<file path="config.mk">
export PLATFORM = sky130hd
export DESIGN_NAME = divp_top
export DESIGN_NICKNAME = d
export VERILOG_FILES = /design/src/divp_pkg.sv /design/src/divp_top.sv
export VERILOG_INCLUDE_DIRS = /design/src /design/src/src
export SDC_FILE = /design/constraint.sdc
export NUM_CORES = 1
export LEC_CHECK = 0
export ABC_AREA = 1
export BUFFER_PORTS_ARGS = -buffer_cell sky130_fd_sc_hd__buf_4
export CAP_MARGIN = 20
export CORE_MARGIN = 2
export CORE_UTILIZATION = 55
export CTS_CLUSTER_SIZE = 20
export DETAILED_ROUTE_END_ITERATION = 10
export PLACE_DENSITY = 0.84
export RECOVER_POWER = 50
export SYNTH_ARGS = -nofsm -noshare
export SYNTH_HDL_FRONTEND = slang
export SYNTH_SLANG_ARGS = --single-unit
</file>
<file path="constraint.sdc">
create_clock -name SYS_CLK -period 4.85 [get_ports SYS_CLK]
set_clock_uncertainty 0.05 [all_clocks]
set_input_delay 1.455 -clock SYS_CLK [delete_from_list [all_inputs] [get_ports SYS_CLK]]
set_output_delay 1.455 -clock SYS_CLK [all_outputs]
set_load 0.03 [all_outputs]
</file>
<file path="src/divp_map.svh">
`ifndef DIVP_MAP_SVH
`define DIVP_MAP_SVH
// register byte offsets
`define DIVP_OFS_FLAGS 4'h0
`define DIVP_OFS_MASK 4'h4
`define DIVP_OFS_SEL 4'h8
`define DIVP_OFS_VEC 4'hC
// reset values
`define DIVP_RST_FLAGS 16'h0000
`define DIVP_RST_MASK 16'h0000
`define DIVP_RST_SEL 4'h0
// bits that carry a source; 15 and 14 are reserved
`define DIVP_USED_BITS 16'h3FFF
// flag and mask bit positions
`define DIVP_BIT_EXT0 0
`define DIVP_BIT_EXT1 1
`define DIVP_BIT_EXT2 2
`define DIVP_BIT_TMR0 3
`define DIVP_BIT_SP0_RX 4
`define DIVP_BIT_SP0_TX 5
`define DIVP_BIT_DMA0 6
`define DIVP_BIT_TMR1 7
`define DIVP_BIT_EXT3 8
`define DIVP_BIT_HOST 9
`define DIVP_BIT_SP1_RX 10
`define DIVP_BIT_SP1_TX 11
`define DIVP_BIT_DMA4 12
`define DIVP_BIT_DMA5 13
// select bits steering the shared slots
`define DIVP_SEL_SLOT6 0
`define DIVP_SEL_SLOT7 1
`define DIVP_SEL_SLOT10 2
`define DIVP_SEL_SLOT11 3
// trap numbers, vector spacing, priorities
`define DIVP_TRAP_RESET 5'h00
`define DIVP_TRAP_NMI 5'h01
`define DIVP_TRAP_SOFT 5'h0F
`define DIVP_TRAP_FIRST 5'h10
`define DIVP_TRAP_LAST 5'h1D
`define DIVP_VEC_SHIFT 2
`define DIVP_PRIO_RESET 5'h01
`define DIVP_PRIO_NMI 5'h02
`define DIVP_PRIO_NONE 5'h00
`define DIVP_PRIO_BIAS 5'h0D
// bus answers
`define DIVP_RESP_OKAY 2'h0
`define DIVP_RESP_SLVERR 2'h2
`endif

</file>
<file path="src/divp_pkg.sv">
package divp_pkg;
   // whole state of the controller
   typedef struct packed {
      logic [15:0] flags;
      logic [15:0] mask;
      logic [3:0] sel;
      logic rst_pend;
      logic nmi_pend;
      logic soft_pend;
      logic req;
      logic [4:0] trap;
      logic [6:0] vec;
      logic [4:0] prio;
      logic aw_got;
      logic w_got;
      logic [7:0] awaddr;
      logic [31:0] wdata;
      logic [3:0] wstrb;
      logic bvalid;
      logic [1:0] bresp;
      logic rvalid;
      logic [31:0] rdata;
      logic [1:0] rresp;
   } divp_state_t;
   typedef logic [31:0] divp_word_t;
endpackage

</file>
<file path="src/divp_top.sv">
// Operation
// - reset is trap 0 offset 00h priority 1; nmi trap 1 offset 04h priority 2
// - software trap 15 at offset 3Ch, no hardware priority, software only
// - external 0,1,2 at 40h,44h,48h prio 3-5; timer 0 at 4Ch prio 6
// - serial 0 receive at 50h prio 7, transmit at 54h prio 8
// - slot 58h prio 9 reserved, or dma channel 0 when selected
// - slot 5Ch prio 10 timer 1, or dma channel 1 when selected
// - external 3 at 60h prio 11; host port at 64h prio 12
// - 68h and 6Ch serial 1 receive/transmit, or dma 2 and 3
// - dma 4 at 70h prio 15, dma 5 at 74h prio 16; traps 30-31 reserved
// - bits 15 and 14 of flags and mask carry no source
// - bits 0-2 external interrupts 0-2, bit 3 timer 0
// - bit 4 serial 0 receive, bit 5 serial 0 transmit
// - bit 6 reserved, or dma channel 0 when selected
// - bit 7 timer 1 or dma channel 1 by selection
// - bit 8 external 3, bit 9 host port
// - bits 10 and 11 serial 1 receive/transmit, or dma 2 and 3
// - bit 12 dma channel 4, bit 13 dma channel 5
//
// The implementer's own choices: the address map and register access over AXI4-Lite.
`timescale 1ns/10ps
`include "divp_map.svh"
module divp_top
(
   // clock and reset
   input wire logic SYS_CLK,
   input wire logic ARST_N,
   // peripheral interrupt sources, one-cycle pulses
   input wire logic EXT_IRQ_ZERO,
   input wire logic EXT_IRQ_ONE,
   input wire logic EXT_IRQ_TWO,
   input wire logic EXT_IRQ_THREE,
   input wire logic TIMER_ZERO_IRQ,
   input wire logic TIMER_ONE_IRQ,
   input wire logic SERIAL0_RX_IRQ,
   input wire logic SERIAL0_TX_IRQ,
   input wire logic SERIAL1_RX_IRQ,
   input wire logic SERIAL1_TX_IRQ,
   input wire logic HOST_PORT_IRQ,
   input wire logic DMA_CH0_IRQ,
   input wire logic DMA_CH1_IRQ,
   input wire logic DMA_CH2_IRQ,
   input wire logic DMA_CH3_IRQ,
   input wire logic DMA_CH4_IRQ,
   input wire logic DMA_CH5_IRQ,
   input wire logic NMI_REQ,
   input wire logic SOFT_TRAP_THIRTY,
   // processor core side
   output logic CORE_REQ,
   output logic [4:0] CORE_TRAP,
   output logic [6:0] CORE_VEC,
   output logic [4:0] CORE_PRIO,
   input wire logic CORE_ACK,
   output logic IRQ,
   // axi4-lite write address
   input wire logic [7:0] AWADDR,
   input wire logic AWVALID,
   output logic AWREADY,
   // axi4-lite write data
   input wire divp_pkg::divp_word_t WDATA,
   input wire logic [3:0] WSTRB,
   input wire logic WVALID,
   output logic WREADY,
   // axi4-lite write response
   output logic [1:0] BRESP,
   output logic BVALID,
   input wire logic BREADY,
   // axi4-lite read address
   input wire logic [7:0] ARADDR,
   input wire logic ARVALID,
   output logic ARREADY,
   // axi4-lite read data
   output divp_pkg::divp_word_t RDATA,
   output logic [1:0] RRESP,
   output logic RVALID,
   input wire logic RREADY
);
   import divp_pkg::*;

   divp_state_t s_q;
   divp_state_t s_d;
   logic [15:0] set_w;
   logic [15:0] pend_w;
   logic [15:0] clr_w;
   logic [3:0] idx_w;
   logic wr_go;
   logic rd_go;
   logic wr_bad;
   logic [15:0] wr_val;
   logic [15:0] vec_word;

   // source routing into flag bits
   always_comb
   begin
      set_w = 16'h0000;
      set_w[`DIVP_BIT_EXT0] = EXT_IRQ_ZERO;
      set_w[`DIVP_BIT_EXT1] = EXT_IRQ_ONE;
      set_w[`DIVP_BIT_EXT2] = EXT_IRQ_TWO;
      set_w[`DIVP_BIT_TMR0] = TIMER_ZERO_IRQ;
      set_w[`DIVP_BIT_SP0_RX] = SERIAL0_RX_IRQ;
      set_w[`DIVP_BIT_SP0_TX] = SERIAL0_TX_IRQ;
      set_w[`DIVP_BIT_DMA0] = s_q.sel[`DIVP_SEL_SLOT6] & DMA_CH0_IRQ;
      set_w[`DIVP_BIT_TMR1] = s_q.sel[`DIVP_SEL_SLOT7] ? DMA_CH1_IRQ
                                                        : TIMER_ONE_IRQ;
      set_w[`DIVP_BIT_EXT3] = EXT_IRQ_THREE;
      set_w[`DIVP_BIT_HOST] = HOST_PORT_IRQ;
      // serial 1 or dma 2 and 3
      set_w[`DIVP_BIT_SP1_RX] = s_q.sel[`DIVP_SEL_SLOT10] ? DMA_CH2_IRQ
                                                           : SERIAL1_RX_IRQ;
      set_w[`DIVP_BIT_SP1_TX] = s_q.sel[`DIVP_SEL_SLOT11] ? DMA_CH3_IRQ
                                                           : SERIAL1_TX_IRQ;
      set_w[`DIVP_BIT_DMA4] = DMA_CH4_IRQ;
      set_w[`DIVP_BIT_DMA5] = DMA_CH5_IRQ;
      set_w = set_w & `DIVP_USED_BITS;
   end

   // pending and enabled maskable sources
   assign pend_w = s_q.flags & s_q.mask & `DIVP_USED_BITS;
   // level interrupt line
   assign IRQ = |pend_w;

   // lowest set bit wins, bit 0 is priority 3
   always_comb
   begin
      idx_w = 4'hF;
      for (int i = 13; i >= 0; i--)
      begin
         if (pend_w[i])
            idx_w = 4'(i);
      end
   end

   // bus handshake terms
   assign AWREADY = !s_q.aw_got && !s_q.bvalid;
   assign WREADY = !s_q.w_got && !s_q.bvalid;
   assign ARREADY = !s_q.rvalid;
   assign wr_go = (s_q.aw_got || (AWVALID && AWREADY)) &&
                  (s_q.w_got || (WVALID && WREADY)) && !s_q.bvalid;
   assign rd_go = ARVALID && ARREADY;

   // readable view of the presented vector
   assign vec_word = {s_q.req, s_q.prio[2:0], s_q.trap, s_q.vec};

   // next state
   always_comb
   begin
      logic [7:0] wa;
      logic [31:0] wd;
      logic [3:0] ws;
      logic [4:0] trap_n;
      wa = s_q.aw_got ? s_q.awaddr : AWADDR;
      wd = s_q.w_got ? s_q.wdata : WDATA;
      ws = s_q.w_got ? s_q.wstrb : WSTRB;
      s_d = s_q;
      clr_w = 16'h0000;
      wr_bad = 1'b0;
      wr_val = 16'h0000;
      trap_n = `DIVP_TRAP_RESET;
      // write channel capture
      if (AWVALID && AWREADY && !wr_go)
      begin
         s_d.aw_got = 1'b1;
         s_d.awaddr = AWADDR;
      end
      if (WVALID && WREADY && !wr_go)
      begin
         s_d.w_got = 1'b1;
         s_d.wdata = WDATA;
         s_d.wstrb = WSTRB;
      end
      // register write with byte lanes
      if (wr_go)
      begin
         s_d.aw_got = 1'b0;
         s_d.w_got = 1'b0;
         s_d.bvalid = 1'b1;
         s_d.bresp = `DIVP_RESP_OKAY;
         wr_bad = (wa[7:4] != 4'h0);
         if (wr_bad)
            s_d.bresp = `DIVP_RESP_SLVERR;
         else if (wa[3:0] == `DIVP_OFS_MASK)
         begin
            wr_val = s_q.mask;
            if (ws[0])
               wr_val[7:0] = wd[7:0];
            if (ws[1])
               wr_val[15:8] = wd[15:8];
            s_d.mask = wr_val & `DIVP_USED_BITS;
         end
         else if (wa[3:0] == `DIVP_OFS_SEL)
         begin
            if (ws[0])
               s_d.sel = wd[3:0];
         end
         else if (wa[3:0] != `DIVP_OFS_FLAGS)
         begin
            if (wa[3:0] != `DIVP_OFS_VEC)
               s_d.bresp = `DIVP_RESP_SLVERR;
         end
      end
      if (s_q.bvalid && BREADY)
         s_d.bvalid = 1'b0;
      // register read; flags clear on read
      if (rd_go)
      begin
         s_d.rvalid = 1'b1;
         s_d.rresp = `DIVP_RESP_OKAY;
         s_d.rdata = 32'h0000_0000;
         if (ARADDR[7:4] != 4'h0)
            s_d.rresp = `DIVP_RESP_SLVERR;
         else
         begin
            unique case (ARADDR[3:0])
               `DIVP_OFS_FLAGS:
               begin
                  s_d.rdata[15:0] = s_q.flags;
                  clr_w = 16'hFFFF;
               end
               `DIVP_OFS_MASK: s_d.rdata[15:0] = s_q.mask;
               `DIVP_OFS_SEL: s_d.rdata[3:0] = s_q.sel;
               `DIVP_OFS_VEC: s_d.rdata[15:0] = vec_word;
               default: s_d.rresp = `DIVP_RESP_SLVERR;
            endcase
         end
      end
      if (s_q.rvalid && RREADY)
         s_d.rvalid = 1'b0;
      // core acknowledge clears the presented source
      if (CORE_ACK && s_q.req)
      begin
         if (s_q.trap == `DIVP_TRAP_RESET)
            s_d.rst_pend = 1'b0;
         else if (s_q.trap == `DIVP_TRAP_NMI)
            s_d.nmi_pend = 1'b0;
         else if (s_q.trap == `DIVP_TRAP_SOFT)
            s_d.soft_pend = 1'b0;
         else
            clr_w[4'(s_q.trap - `DIVP_TRAP_FIRST)] = 1'b1;
      end
      s_d.flags = ((s_q.flags & ~clr_w) | set_w) & `DIVP_USED_BITS;
      if (NMI_REQ)
         s_d.nmi_pend = 1'b1;
      // only a software trap raises this entry
      if (SOFT_TRAP_THIRTY)
         s_d.soft_pend = 1'b1;
      s_d.req = 1'b1;
      if (s_q.rst_pend)
      begin
         trap_n = `DIVP_TRAP_RESET;
         s_d.prio = `DIVP_PRIO_RESET;
      end
      else if (s_q.nmi_pend)
      begin
         trap_n = `DIVP_TRAP_NMI;
         s_d.prio = `DIVP_PRIO_NMI;
      end
      else if (|pend_w)
      begin
         trap_n = `DIVP_TRAP_FIRST + 5'(idx_w);
         s_d.prio = trap_n - `DIVP_PRIO_BIAS;
      end
      else if (s_q.soft_pend)
      begin
         trap_n = `DIVP_TRAP_SOFT;
         s_d.prio = `DIVP_PRIO_NONE;
      end
      else
      begin
         s_d.req = 1'b0;
         s_d.prio = `DIVP_PRIO_NONE;
      end
      // an acked source must not be shown again at once
      if (CORE_ACK && s_q.req && s_d.req && trap_n == s_q.trap)
         s_d.req = 1'b0;
      s_d.trap = trap_n;
      // offset is four times the trap, never 78h-7Fh
      s_d.vec = 7'(trap_n) << `DIVP_VEC_SHIFT;
   end

   // state register
   always_ff @(posedge SYS_CLK or negedge ARST_N)
   begin
      if (!ARST_N)
      begin
         s_q <= '0;
         s_q.flags <= `DIVP_RST_FLAGS;
         s_q.mask <= `DIVP_RST_MASK;
         s_q.sel <= `DIVP_RST_SEL;
         s_q.rst_pend <= 1'b1;
      end
      else
         s_q <= s_d;
   end

   // outputs from the state register
   assign CORE_REQ = s_q.req;
   assign CORE_TRAP = s_q.trap;
   assign CORE_VEC = s_q.vec;
   assign CORE_PRIO = s_q.prio;
   assign BVALID = s_q.bvalid;
   assign BRESP = s_q.bresp;
   assign RVALID = s_q.rvalid;
   assign RDATA = s_q.rdata;
   assign RRESP = s_q.rresp;
endmodule // divp_top

</file>
==> results of run 1 <==
flip-flops by register name, summed over array words and instances, names as in the netlist:
register / cells
s_q: 61
RDATA: 16
CORE_PRIO: 5
CORE_TRAP: 5
BRESP: 1
BVALID: 1
CORE_REQ: 1
RRESP: 1
RVALID: 1
placed cells by master, fill, tap and decap left out, types with 3 or more instances in the layout:
master,Yosys,routed
buf_4,53,95
mux2_2,3,3
o31ai_1,4,4
xor2_1,3,3
clkbuf_1,12,3
a21oi_1,6,6
nor3_1,7,6
nand4_1,4,4
clkbuf_8,0,10
o21ai_1,37,36
nand2_1,132,134
nand2_2,5,3
clkbuf_4,0,3
a32o_1,3,3
a221oi_1,12,12
nand3_1,10,10
dfrtp_1,91,91
conb_1,1,20
o21ai_0,47,49
inv_2,10,9
bufinv_16,0,3
nor2_1,43,43
inv_1,59,59
o311ai_0,7,7
o21bai_1,5,5
layer usage:
metal / share of wire / GRT usage / vias up
met5: 0 / 0 / -
met4: 0.014 / 0.0628 / 0
met3: 0.073 / 0.0410 / 17
met2: 0.48 / 0.415 / 175
met1: 0.43 / 0.345 / 1891
li1: - / - / 1950
synthesized netlist by cell type (2+ instances only):
| library cell | number |
|---|---|
| inv_1 | 59 |
| nor4_1 | 2 |
| nor2_1 | 43 |
| o31ai_1 | 4 |
| o21bai_1 | 5 |
| inv_2 | 10 |
| buf_4 | 53 |
| a21oi_1 | 6 |
| nor2_2 | 2 |
| nand4_1 | 4 |
| xor2_1 | 3 |
| a32o_1 | 3 |
| nor3_1 | 7 |
| a221oi_1 | 12 |
| clkbuf_1 | 12 |
| o311ai_0 | 7 |
| nand2_2 | 5 |
| o21ai_0 | 47 |
| nand3_1 | 10 |
| a31o_1 | 2 |
| dfrtp_1 | 91 |
| o21ai_1 | 37 |
| mux2_2 | 3 |
| nand2_1 | 132 |
tightest hold or removal path: cells and delay by family (launching register included):
kind / cells / cell delay (ps)
flip-flops: 1 / 340
AND/OR/NAND/NOR: 1 / 50
AO/OA/AOI/OAI: 1 / 60
stage by stage:
step                 util  hold WS (ps)
finish              0.663           435
floorplan               -           398
CTS                 0.666           438
global route        0.663           455
global placement    0.636           411
detailed placement  0.636           418
power by group:
group          switching, mW  internal (mW)
logic                  0.812          0.407
registers              0.156          0.958
clock network          0.263          0.358
cells by family after synthesis:
logic type | synth area share
other cells | 0.000786
simple gates | 0.185
xor+xnor | 0.00551
buf+inv | 0.149
fa+ha+maj | 0.00262
flops | 0.483
mux | 0.00708
compound gates | 0.167
path summary, 6_finish.rpt:
kind                       endpoint
max                        s_q[102]
min                         s_q[50]
max reg2reg                CORE_REQ
min reg2reg                 s_q[50]
max in group SYS_CLK            IRQ
min in group asynchronous    RVALID
final cells by class:
type	instances	share of cell area
clock inverter	4	0.0180
multi-input combinational	367	0.330
timing repair buffer	100	0.135
sequential	92	0.419
clock buffer	12	0.0264
tap	105	0.0239
inverter	70	0.0480
==> qor.txt, run 1 <==
CP Class - primary input to async pin
Place WS - 1550 ps
Leakage power total - 2.79 nW
Sort of element at the start of the critical path - primary input
Worst setup startpoint - ARST_N
Avg Inst Size Synth - 8.28 um^2
Sequential standard cell area - 2300 um^2
Hold Crit Depth - 2
First-pass GRT wire length - 18900 um
Fin cells - 750
Fraction of layout cells with a size suffix above 1 - 0.214
Drt first pass iters - 5
Row cnt - 33
Primary FF master, synth - dfrtp_1
Power Total - 2.95 mW
Wire per inst - 15.2 um
Hold buffer count at CTS - 0
Cell area reported after detailed placement - 5280 um^2
WP data arrival - 3690 ps
Vias in the first global route - 3869
Number of buffers added for setup after CTS - 0
CTS root buf - clkbuf_8
Number of antenna violations at the first check in global routing - 0
Run status - finished with violations
Clock tree sinks - 92
Clock slew seen by the registers of the worst setup and hold paths - 80 ps
Core footprint - 8300 um^2
Areal power density over the cells - 537 nW/um^2
H-tree Lvls - 3
Largest area contributor in the synthesized netlist - dfrtp_1
Max-slew headroom at the worst pin - -0.103
Unique cell type count in the Yosys netlist - 41
Final net count - 720
Multi-input gate area - 1810 um^2
DIE AREA - 9430 um^2
Count of endpoints failing hold in the final timing report - 0
TritonCTS clock tree - done
FF-to-FF path depth - 15
I/O pin count - 139
Die extent in y - 97.1 um
Clk_lat worst skew - 350 ps
Remaining routing DRC violations - 0
Cell type of the slowest stage on the worst timing path - clkbuf_2
Vias per cell - 5.38
Maximum achievable frequency - 287 MHz
Startpoint of the tightest hold check path - s_q[50]
Synth Instances - 576
Number of port buffers - 98
Post-Syn Area - 4770 um^2
Internal reg-to-reg setup slack - 2460 ps
Fin crit share - 0.719
Slew at the pin closest to its max-slew limit - 1650 ps
Post-layout minimum cycle time - 3490 ps
Global placement routability congestion - 0.911
Layout area overhead - 15.3%
GRT overflow - 0
Number of max-capacitance violations reported - 1
Yosys warnings - 0
Critical Path RT - 5050 ps
Part of the Yosys area used for sequential elements - 0.483
Detailed router's first-iteration violation count - 289
RSZ-0062 raised after global routing - no
Largest buffer count on any clock path - 2
Setup slack after layout - 1360 ps
Number of buffers inserted during clock tree synthesis - 9
Buffer and inverter count on the worst path - 2
Count of instances resized after the clock tree is built - 0
Crit end category - async pin
Initial core utilization - 0.575
Pin count of the biggest net entering global routing - 70
Routed Wire Length - 11400 um
Total of endpoints with negative setup slack in the final report - 0
Number of synthesized flops with an enable pin - 0
Worst IR drop on VDD - 0.270 mV
Placed Instances - 734
DIE WIDTH - 97.1 um
Worst-path cell chain - clkbuf_2 > clkbuf_1
Biggest area contributors in the synthesized netlist - dfrtp_1, nand2_1, buf_4
Final HPWL from detailed placement - 8740 um
Crit path depth - 2
Violated checks - capacitance limit, slew limit
Async set-reset flop share out of synthesis - 1.00
Worst min path class - flip-flop to flip-flop
Largest stage delay, worst path - 1170 ps
Post-Layout Inst Area - 5500 um^2
Filler Cell Count - 698
Number of flip-flops and latches in the synthesized netlist - 92
Number of antenna cells inserted - 0
Maximum fanout along the worst path - 69
Total count of max-transition violations in the final report - 70
Reg2Reg Launch Point - s_q[116]
Count of antenna-violating nets left after detailed routing - 0
Overall Global Routing Usage - 0.250
Fraction of post-synthesis cell area in the top cell type by area - 0.477
Vias after detailed routing - 4033
Total negative slack - 0 ps
CP delay by family, top - buffers and inverters
Note: power is estimated with default switching activity, not from simulation.
==> inputs of run 2 (changes only) <==
--- a/config.mk
+++ b/config.mk
@@ -10,10 +10,10 @@
 export BUFFER_PORTS_ARGS = -buffer_cell sky130_fd_sc_hd__buf_4
 export CAP_MARGIN = 20
 export CORE_MARGIN = 2
-export CORE_UTILIZATION = 55
+export CORE_UTILIZATION = 52
 export CTS_CLUSTER_SIZE = 20
 export DETAILED_ROUTE_END_ITERATION = 10
-export PLACE_DENSITY = 0.84
+export PLACE_DENSITY = 0.8
 export RECOVER_POWER = 50
 export SYNTH_ARGS = -nofsm -noshare
 export SYNTH_HDL_FRONTEND = slang
==> constraint.sdc (replaced) <==
create_clock -name SYS_CLK -period 3.6 [get_ports SYS_CLK]
set_clock_uncertainty 0.05 [all_clocks]
set_input_delay 1.08 -clock SYS_CLK [delete_from_list [all_inputs] [get_ports SYS_CLK]]
set_output_delay 1.08 -clock SYS_CLK [all_outputs]
set_load 0.03 [all_outputs]
==> run 2 against run 1 <==
Routed wire length fell by 3.3%. Sequential share of layout area is 0.27 points higher. Power is 27% higher. Largest power group unchanged. The run now ends clean. Combinational power rose by 34%. Sequential power increased by 35%. Worst hold slack better by 1.3 ps. Cell area down 0.64%.
==> qor.txt, run 2 (same netlist as run 1, synthesis figures left out) <==
Worst setup startpoint - s_q[135]
Hold buffer count at CTS - 0 (unchanged)
Worst min path class - flip-flop to flip-flop
Remaining routing DRC violations - 0 (unchanged)
Core Util, Final - 0.621 (-0.0421)
Switching share of power - 0.436 (+0.0197)
Maximum fanout along the worst path - 4 (-94%)
Count of endpoints failing hold in the final timing report - 0 (unchanged)
Vias after detailed routing - 3984 (-1.2%)
Flip-flop count of the largest register after layout - 61 (unchanged)
Total negative slack - 0 ps (unchanged)
Met2 Routed Length - 5010 um (-9.4%)
First-pass GRT wire length - 18500 um (-2.3%)
Total count of max-transition violations in the final report - 0 (-100%)
Largest buffer count on any clock path - 2 (unchanged)
Areal power density over the cells - 688 nW/um^2 (+28%)
Detailed router's first-iteration violation count - 329 (+14%)
Final HPWL from detailed placement - 8610 um (-1.6%)
TritonCTS clock tree - done
Sequential share of power - 0.398 (+0.021)
Post-Layout Inst Area - 5470 um^2 (-0.64%)
Combinational share of power - 0.434 (+0.021)
Max-slew headroom at the worst pin - 0.222 (+0.324)
Maximum achievable frequency - 367 MHz
GRT overflow - 0 (unchanged)
Leading cell types in the layout, fill and taps excluded - nand2_1, buf_4, dfrtp_1
DIE AREA - 9950 um^2 (+5.5%)
Run status - finished, final reports clean
Post-layout minimum cycle time - 2730 ps
Top layer reached by signal wires - met4
Clock slew seen by the registers of the worst setup and hold paths - 90 ps (about the same)
Row cnt - 34 (+3.0%)
Post-route worst hold slack - 437 ps (+1.33 ps)
Filler Cell Count - 776 (+11%)
Layout area overhead - 14.6%
DIE WIDTH - 99.8 um (+2.7%)
Fin crit share - 0.757
Pin count of the biggest net entering global routing - 50 (-29%)
Clock tree sinks - 92 (unchanged)
I/O pin count - 139 (unchanged)
Leakage power total - 2.77 nW (-0.68%)
Crit end category - output port
Met1 wire length - 5080 um (+3.7%)
Cell area reported after detailed placement - 5320 um^2 (+0.78%)
Sort of element at the start of the critical path - flip-flop
Number of antenna violations at the first check in global routing - 0 (unchanged)
Clk network pwr share - 0.168 (-0.042)
Final net count - 724 (+0.56%)
Worst IR drop on VDD - 0.338 mV (+25%)
Core footprint - 8810 um^2 (+6.1%)
Register with the most flip-flops - s_q
Initial core utilization - 0.542 (-0.0331)
Global placement routability congestion - 0.934 (+2.6%)
Wire per inst - 14.6 um (-4.2%)
Number of max-capacitance violations reported - 0 (-1)
Met3 layer wire length in the routed design - 821 um (-1.9%)
Drt first pass iters - 5 (unchanged)
Reg2Reg Launch Point - s_q[135]
Overall Global Routing Usage - 0.237 (-0.0130)
Critical Path RT - 2470 ps (-2580 ps)
WP data arrival - 1600 ps (-2090 ps)
Switching power of the nets - 1.64 mW (+33%)
Number of buffers inserted during clock tree synthesis - 9 (unchanged)
CP Class - flip-flop to output port
Total of endpoints with negative setup slack in the final report - 0 (unchanged)
Count of antenna-violating nets left after detailed routing - 0 (unchanged)
Startpoint of the tightest hold check path - s_q[50]
Die extent in y - 99.8 um (+2.7%)
H-tree Lvls - 3 (unchanged)
Fraction of layout cells with a size suffix above 1 - 0.219 (+0.00484)
Slew at the pin closest to its max-slew limit - 1170 ps (-487 ps)
RSZ-0062 raised after global routing - no
Vias per cell - 5.26 (-2.1%)
Commonest non-fill, non-tap cell in the layout - nand2_1
CTS root buf - clkbuf_8
Count of instances resized after the clock tree is built - 0 (unchanged)
Routed Wire Length - 11100 um (-3.3%)
Number of port buffers - 98 (unchanged)
Number of antenna cells inserted - 0 (unchanged)
Vias in the first global route - 3728 (-3.6%)
Internal power contribution - 2.12 mW (+23%)
Number of buffers added for setup after CTS - 0 (unchanged)
Clk_lat worst skew - 360 ps (about the same)
## run 2: area by class of cell
cell class | count | area (um^2) | share of cell area
clock buffers | 12 | 145 | 0.0266
clock inverters | 4 | 32.5 | 0.00595
inverters | 70 | 264 | 0.0483
multi-input cells | 367 | 1810 | 0.331
flip-flops and latches | 92 | 2300 | 0.421
well taps | 108 | 135 | 0.0247
repair buffers | 104 | 774 | 0.142
## run 2: final timing paths
check / slack, ps / to / cells after the start
worst max-delay path: 870 / IRQ / 5
worst min-delay path: 440 / s_q[50] / 2
worst max register to register: 1340 / CORE_REQ / 13
worst min register to register: 440 / s_q[50] / 2
max in group asynchronous: 1320 / s_q[118] / 2
min in group asynchronous: 640 / RDATA[6] / 1
## run 2: routing by layer
| layer | GRT usage | up-vias |
|---|---|---|
| met3 | 0.0348 | 14 |
| li1 | - | 1959 |
| met1 | 0.351 | 1845 |
| met4 | 0.0664 | 0 |
| met2 | 0.367 | 166 |
| met5 | 0 | - |
## run 2: through the flow
step                      instances  power, mW  worst slack [ps]
final                           757       3.76               874
after global routing            757       4.07               724
after CTS                       757       3.80               898
after detailed placement        741       3.17               941
after global placement          741       3.12               971
after floorplan                 595       2.73              1330
## run 2: power groups by stage
| stage | Combinational (mW) | Clock (mW) | Sequential [mW] |
|---|---|---|---|
| 2_1_floorplan | 1.26 | 0 | 1.47 |
| 6_report | 1.63 | 0.630 | 1.50 |
| 4_1_cts | 1.67 | 0.645 | 1.49 |
| 3_5_place_dp | 1.66 | 0 | 1.51 |
| 5_1_grt | 1.85 | 0.694 | 1.53 |
| 3_3_place_gp | 1.62 | 0 | 1.50 |
## run 2: worst max-delay path, stage by stage (launching register included)
cell     delay [ps]
dfrtp_1         410
nand2_1         110
nand2_1          80
nor2_1          320
nand3_4         130
buf_4           180
==> inputs of run 3 (changes only) <==
--- a/config.mk
+++ b/config.mk
@@ -6,14 +6,14 @@
 export SDC_FILE = /design/constraint.sdc
 export NUM_CORES = 1
 export LEC_CHECK = 0
-export ABC_AREA = 1
+export ABC_AREA = 0
 export BUFFER_PORTS_ARGS = -buffer_cell sky130_fd_sc_hd__buf_4
 export CAP_MARGIN = 20
 export CORE_MARGIN = 2
-export CORE_UTILIZATION = 52
+export CORE_UTILIZATION = 53
 export CTS_CLUSTER_SIZE = 20
 export DETAILED_ROUTE_END_ITERATION = 10
-export PLACE_DENSITY = 0.8
+export PLACE_DENSITY = 0.81
 export RECOVER_POWER = 50
 export SYNTH_ARGS = -nofsm -noshare
 export SYNTH_HDL_FRONTEND = slang
==> constraint.sdc (replaced) <==
create_clock -name SYS_CLK -period 2.8 [get_ports SYS_CLK]
set_clock_uncertainty 0.05 [all_clocks]
set_input_delay 0.84 -clock SYS_CLK [delete_from_list [all_inputs] [get_ports SYS_CLK]]
set_output_delay 0.84 -clock SYS_CLK [all_outputs]
set_load 0.03 [all_outputs]
==> run 3 against run 2 <==
Sequential cell count unchanged. Largest power group is now registers. Register-to-register slack got worse by 720 ps. Global-route usage decreased by 1.5 points. Largest cell class unchanged. Routed wire length is 0.54% higher. Highest routed layer unchanged. Setup slack lost 850 ps.
==> qor.txt, run 3 <==
Run status - finished, final reports clean
Clk_lat worst skew - 350 ps (about the same)
GRT overflow - 0 (unchanged)
Post-Synth XOR/XNOR Area - 0.00521 (-0.000295)
Overall Global Routing Usage - 0.222 (-0.0147)
Vias in the first global route - 3596 (-3.5%)
Switching share of power - 0.355 (-0.0809)
Post-Layout Inst Area - 5800 um^2 (+6.2%)
Synthesized-area fraction occupied by ao, oa, aoi and oai cells - 0.135 (-0.0315)
Worst min path class - flip-flop to flip-flop
Areal power density over the cells - 747 nW/um^2 (+8.6%)
Worst IR drop on VDD - 0.538 mV (+59%)
Routed Wire Length - 11100 um (+0.54%)
Maximum fanout along the worst path - 6 (+2)
Sort of element at the start of the critical path - flip-flop
Clock slew seen by the registers of the worst setup and hold paths - 90 ps (about the same)
DIE WIDTH - 102 um (+1.7%)
Total count of max-transition violations in the final report - 0 (unchanged)
DIE AREA - 10300 um^2 (+3.5%)
Pin count of the biggest net entering global routing - 46 (-8.0%)
Crit end category - output port
Number of synthesized flops with an enable pin - 0 (unchanged)
Internal power contribution - 2.79 mW (+32%)
Remaining routing DRC violations - 0 (unchanged)
Number of max-capacitance violations reported - 0 (unchanged)
TritonCTS clock tree - done
Count of endpoints failing hold in the final timing report - 0 (unchanged)
Leakage power total - 2.66 nW (-4.1%)
Number of antenna violations at the first check in global routing - 0 (unchanged)
Largest buffer count on any clock path - 2 (unchanged)
Biggest area contributors in the synthesized netlist - dfrtp_1, buf_4, mux2_2
Vias per cell - 5.56 (+5.6%)
WP data arrival - 1890 ps (+290 ps)
Fraction of layout cells with a size suffix above 1 - 0.361 (+0.142)
Largest area contributor in the synthesized netlist - dfrtp_1
Share of cell area taken by muxes after synthesis - 0.159 (+0.152)
Combinational share of power - 0.344 (-0.090)
Row cnt - 35 (+2.9%)
Async set-reset flop share out of synthesis - 1.00 (unchanged)
Core footprint - 9240 um^2 (+4.9%)
CTS root buf - clkbuf_8
Number of flip-flops and latches in the synthesized netlist - 92 (unchanged)
Total negative slack - 0 ps (unchanged)
Primary FF master, synth - dfrtp_1
Synth cell count leaders - dfrtp_1, buf_4, nand2_1
Part of the Yosys area used for sequential elements - 0.457 (-0.0259)
Clock tree sinks - 92 (unchanged)
Post-layout minimum cycle time - 2780 ps
Switching power of the nets - 1.54 mW (-6.0%)
Avg Inst Size Synth - 10.8 um^2 (+31%)
Critical Path RT - 1910 ps (-560 ps)
Fin crit share - 0.992
Count of antenna-violating nets left after detailed routing - 0 (unchanged)
Unique cell type count in the Yosys netlist - 70 (+71%)
Sequential share of power - 0.446 (+0.048)
Synth Instances - 465 (-19%)
First-pass GRT wire length - 17900 um (-3.2%)
Max-slew headroom at the worst pin - 0.225 (+0.00351)
Fraction of post-synthesis cell area in the top cell type by area - 0.452 (-0.0256)
Hold buffer count at CTS - 0 (unchanged)
Final HPWL from detailed placement - 8560 um (-0.48%)
Number of antenna cells inserted - 0 (unchanged)
Post-Syn Area - 5040 um^2 (+5.7%)
Power Total - 4.34 mW (+15%)
Drt first pass iters - 5 (unchanged)
Slew at the pin closest to its max-slew limit - 1160 ps (-5.26 ps)
Post-route worst hold slack - 433 ps (-3.65 ps)
Initial core utilization - 0.545 (+0.00380)
Clk network pwr share - 0.209 (+0.041)
Vias after detailed routing - 3700 (-7.1%)
Yosys warnings - 0 (unchanged)
Flip-flop count of the largest register after layout - 61 (unchanged)
Final net count - 613 (-15%)
CP Class - flip-flop to output port
Total of endpoints with negative setup slack in the final report - 0 (unchanged)
Detailed router's first-iteration violation count - 224 (-32%)
Register with the most flip-flops - s_q
Global placement routability congestion - 0.881 (-5.7%)
Filler Cell Count - 757 (-2.4%)
Number of port buffers - 98 (unchanged)
Number of buffers inserted during clock tree synthesis - 9 (unchanged)
I/O pin count - 139 (unchanged)
Wire per inst - 16.7 um (+14%)
Commonest non-fill, non-tap cell in the layout - buf_4
Dominant cell by count in the synthesized netlist - dfrtp_1
H-tree Lvls - 3 (unchanged)
Dominant combinational cell family by area after synthesis - multiplexers
Leading cell types in the layout, fill and taps excluded - buf_4, dfrtp_1, nand2_1
Die extent in y - 102 um (+1.7%)
Maximum achievable frequency - 360 MHz
Layout area overhead - 15.2%
Synthesized-area fraction occupied by adder cells - 0.00248 (-0.000141)
Simple-Gate Fraction of Synth Area - 0.130 (-0.0549)
Cell area reported after detailed placement - 5590 um^2 (+5.1%)
## run 3: changes by cell type after synthesis, sizes merged, moves of 5 or more
cell	delta
clkbuf	+7
o21ai	-60
mux2i	+21
o311ai	-7
a31o	+9
mux2	+44
o31ai	-5
nand2	-92
inv	-54
a22oi	+14
a22o	+11
a221oi	-12
nor2	-23
## run 3: path summary, 6_finish.rpt
| check | start | cells past startpoint | endpoint | slack [ps] |
|---|---|---|---|---|
| worst max-delay path | s_q[130] | 4 | IRQ | 20 |
| worst min-delay path | RDATA[11] | 2 | RDATA[11] | 430 |
| worst max register to register | s_q[83] | 6 | s_q[111] | 620 |
| worst min register to register | RDATA[11] | 2 | RDATA[11] | 430 |
| max in group asynchronous | ARST_N | 2 | s_q[116] | 750 |
| min in group asynchronous | ARST_N | 1 | CORE_PRIO[3] | 640 |
## run 3: final cells by class
cell class                 count  area, um^2  share of cell area
clock buffer                  12         155              0.0267
clock inverter                 3        46.3             0.00798
inverter                      15        56.3             0.00970
multi-input combinational    303        2240               0.386
sequential                    92        2310               0.398
tap                          129         161              0.0278
timing repair buffer         112         836               0.144
## run 3: cell families after synthesis
family / Yosys count
flops: 92
other cells: 1
fa+ha+maj: 1
xor+xnor: 3
compound gates: 92
buf+inv: 89
mux: 70
simple gates: 117
## run 3: worst max-delay path, stage by stage (launching register included)
cell	delay [ps]
dfrtp_2	460
a22oi_2	250
nand4_2	190
or4_4	460
buf_4	190
## run 3: power groups by stage
stage	logic [mW]	registers [mW]	clock network, mW
2_1_floorplan	1.23	1.84	0
6_report	1.49	1.93	0.908
5_1_grt	1.63	1.98	0.979
3_5_place_dp	1.48	1.96	0
3_3_place_gp	1.45	1.94	0
4_1_cts	1.51	1.93	0.922
## run 3: per-layer routing
layer	part of all wire	vias to the layer above	GRT usage
met5	0	-	0
met4	0.020	0	0.0665
met3	0.064	21	0.0400
met2	0.48	148	0.359
met1	0.44	1808	0.307
li1	-	1723	-
## run 3: per-stage QoR
step / std cells / util / setup WS (ps)
floorplan: 484 / - / 305
CTS: 664 / 0.630 / 9.75
global route: 666 / 0.628 / -2.42
finish: 666 / 0.628 / 21.6
detailed placement: 646 / 0.605 / 86.2
global placement: 646 / 0.605 / 108
## run 3: repair_timing
| item | 4_1_cts | 5_1_grt |
|---|---|---|
| pin swaps | 4 | 2 |
| gates resized for setup | 3 | 2 |
| endpoints found under the setup margin | 1 | 1 |
| setup buffers | 3 | 2 |
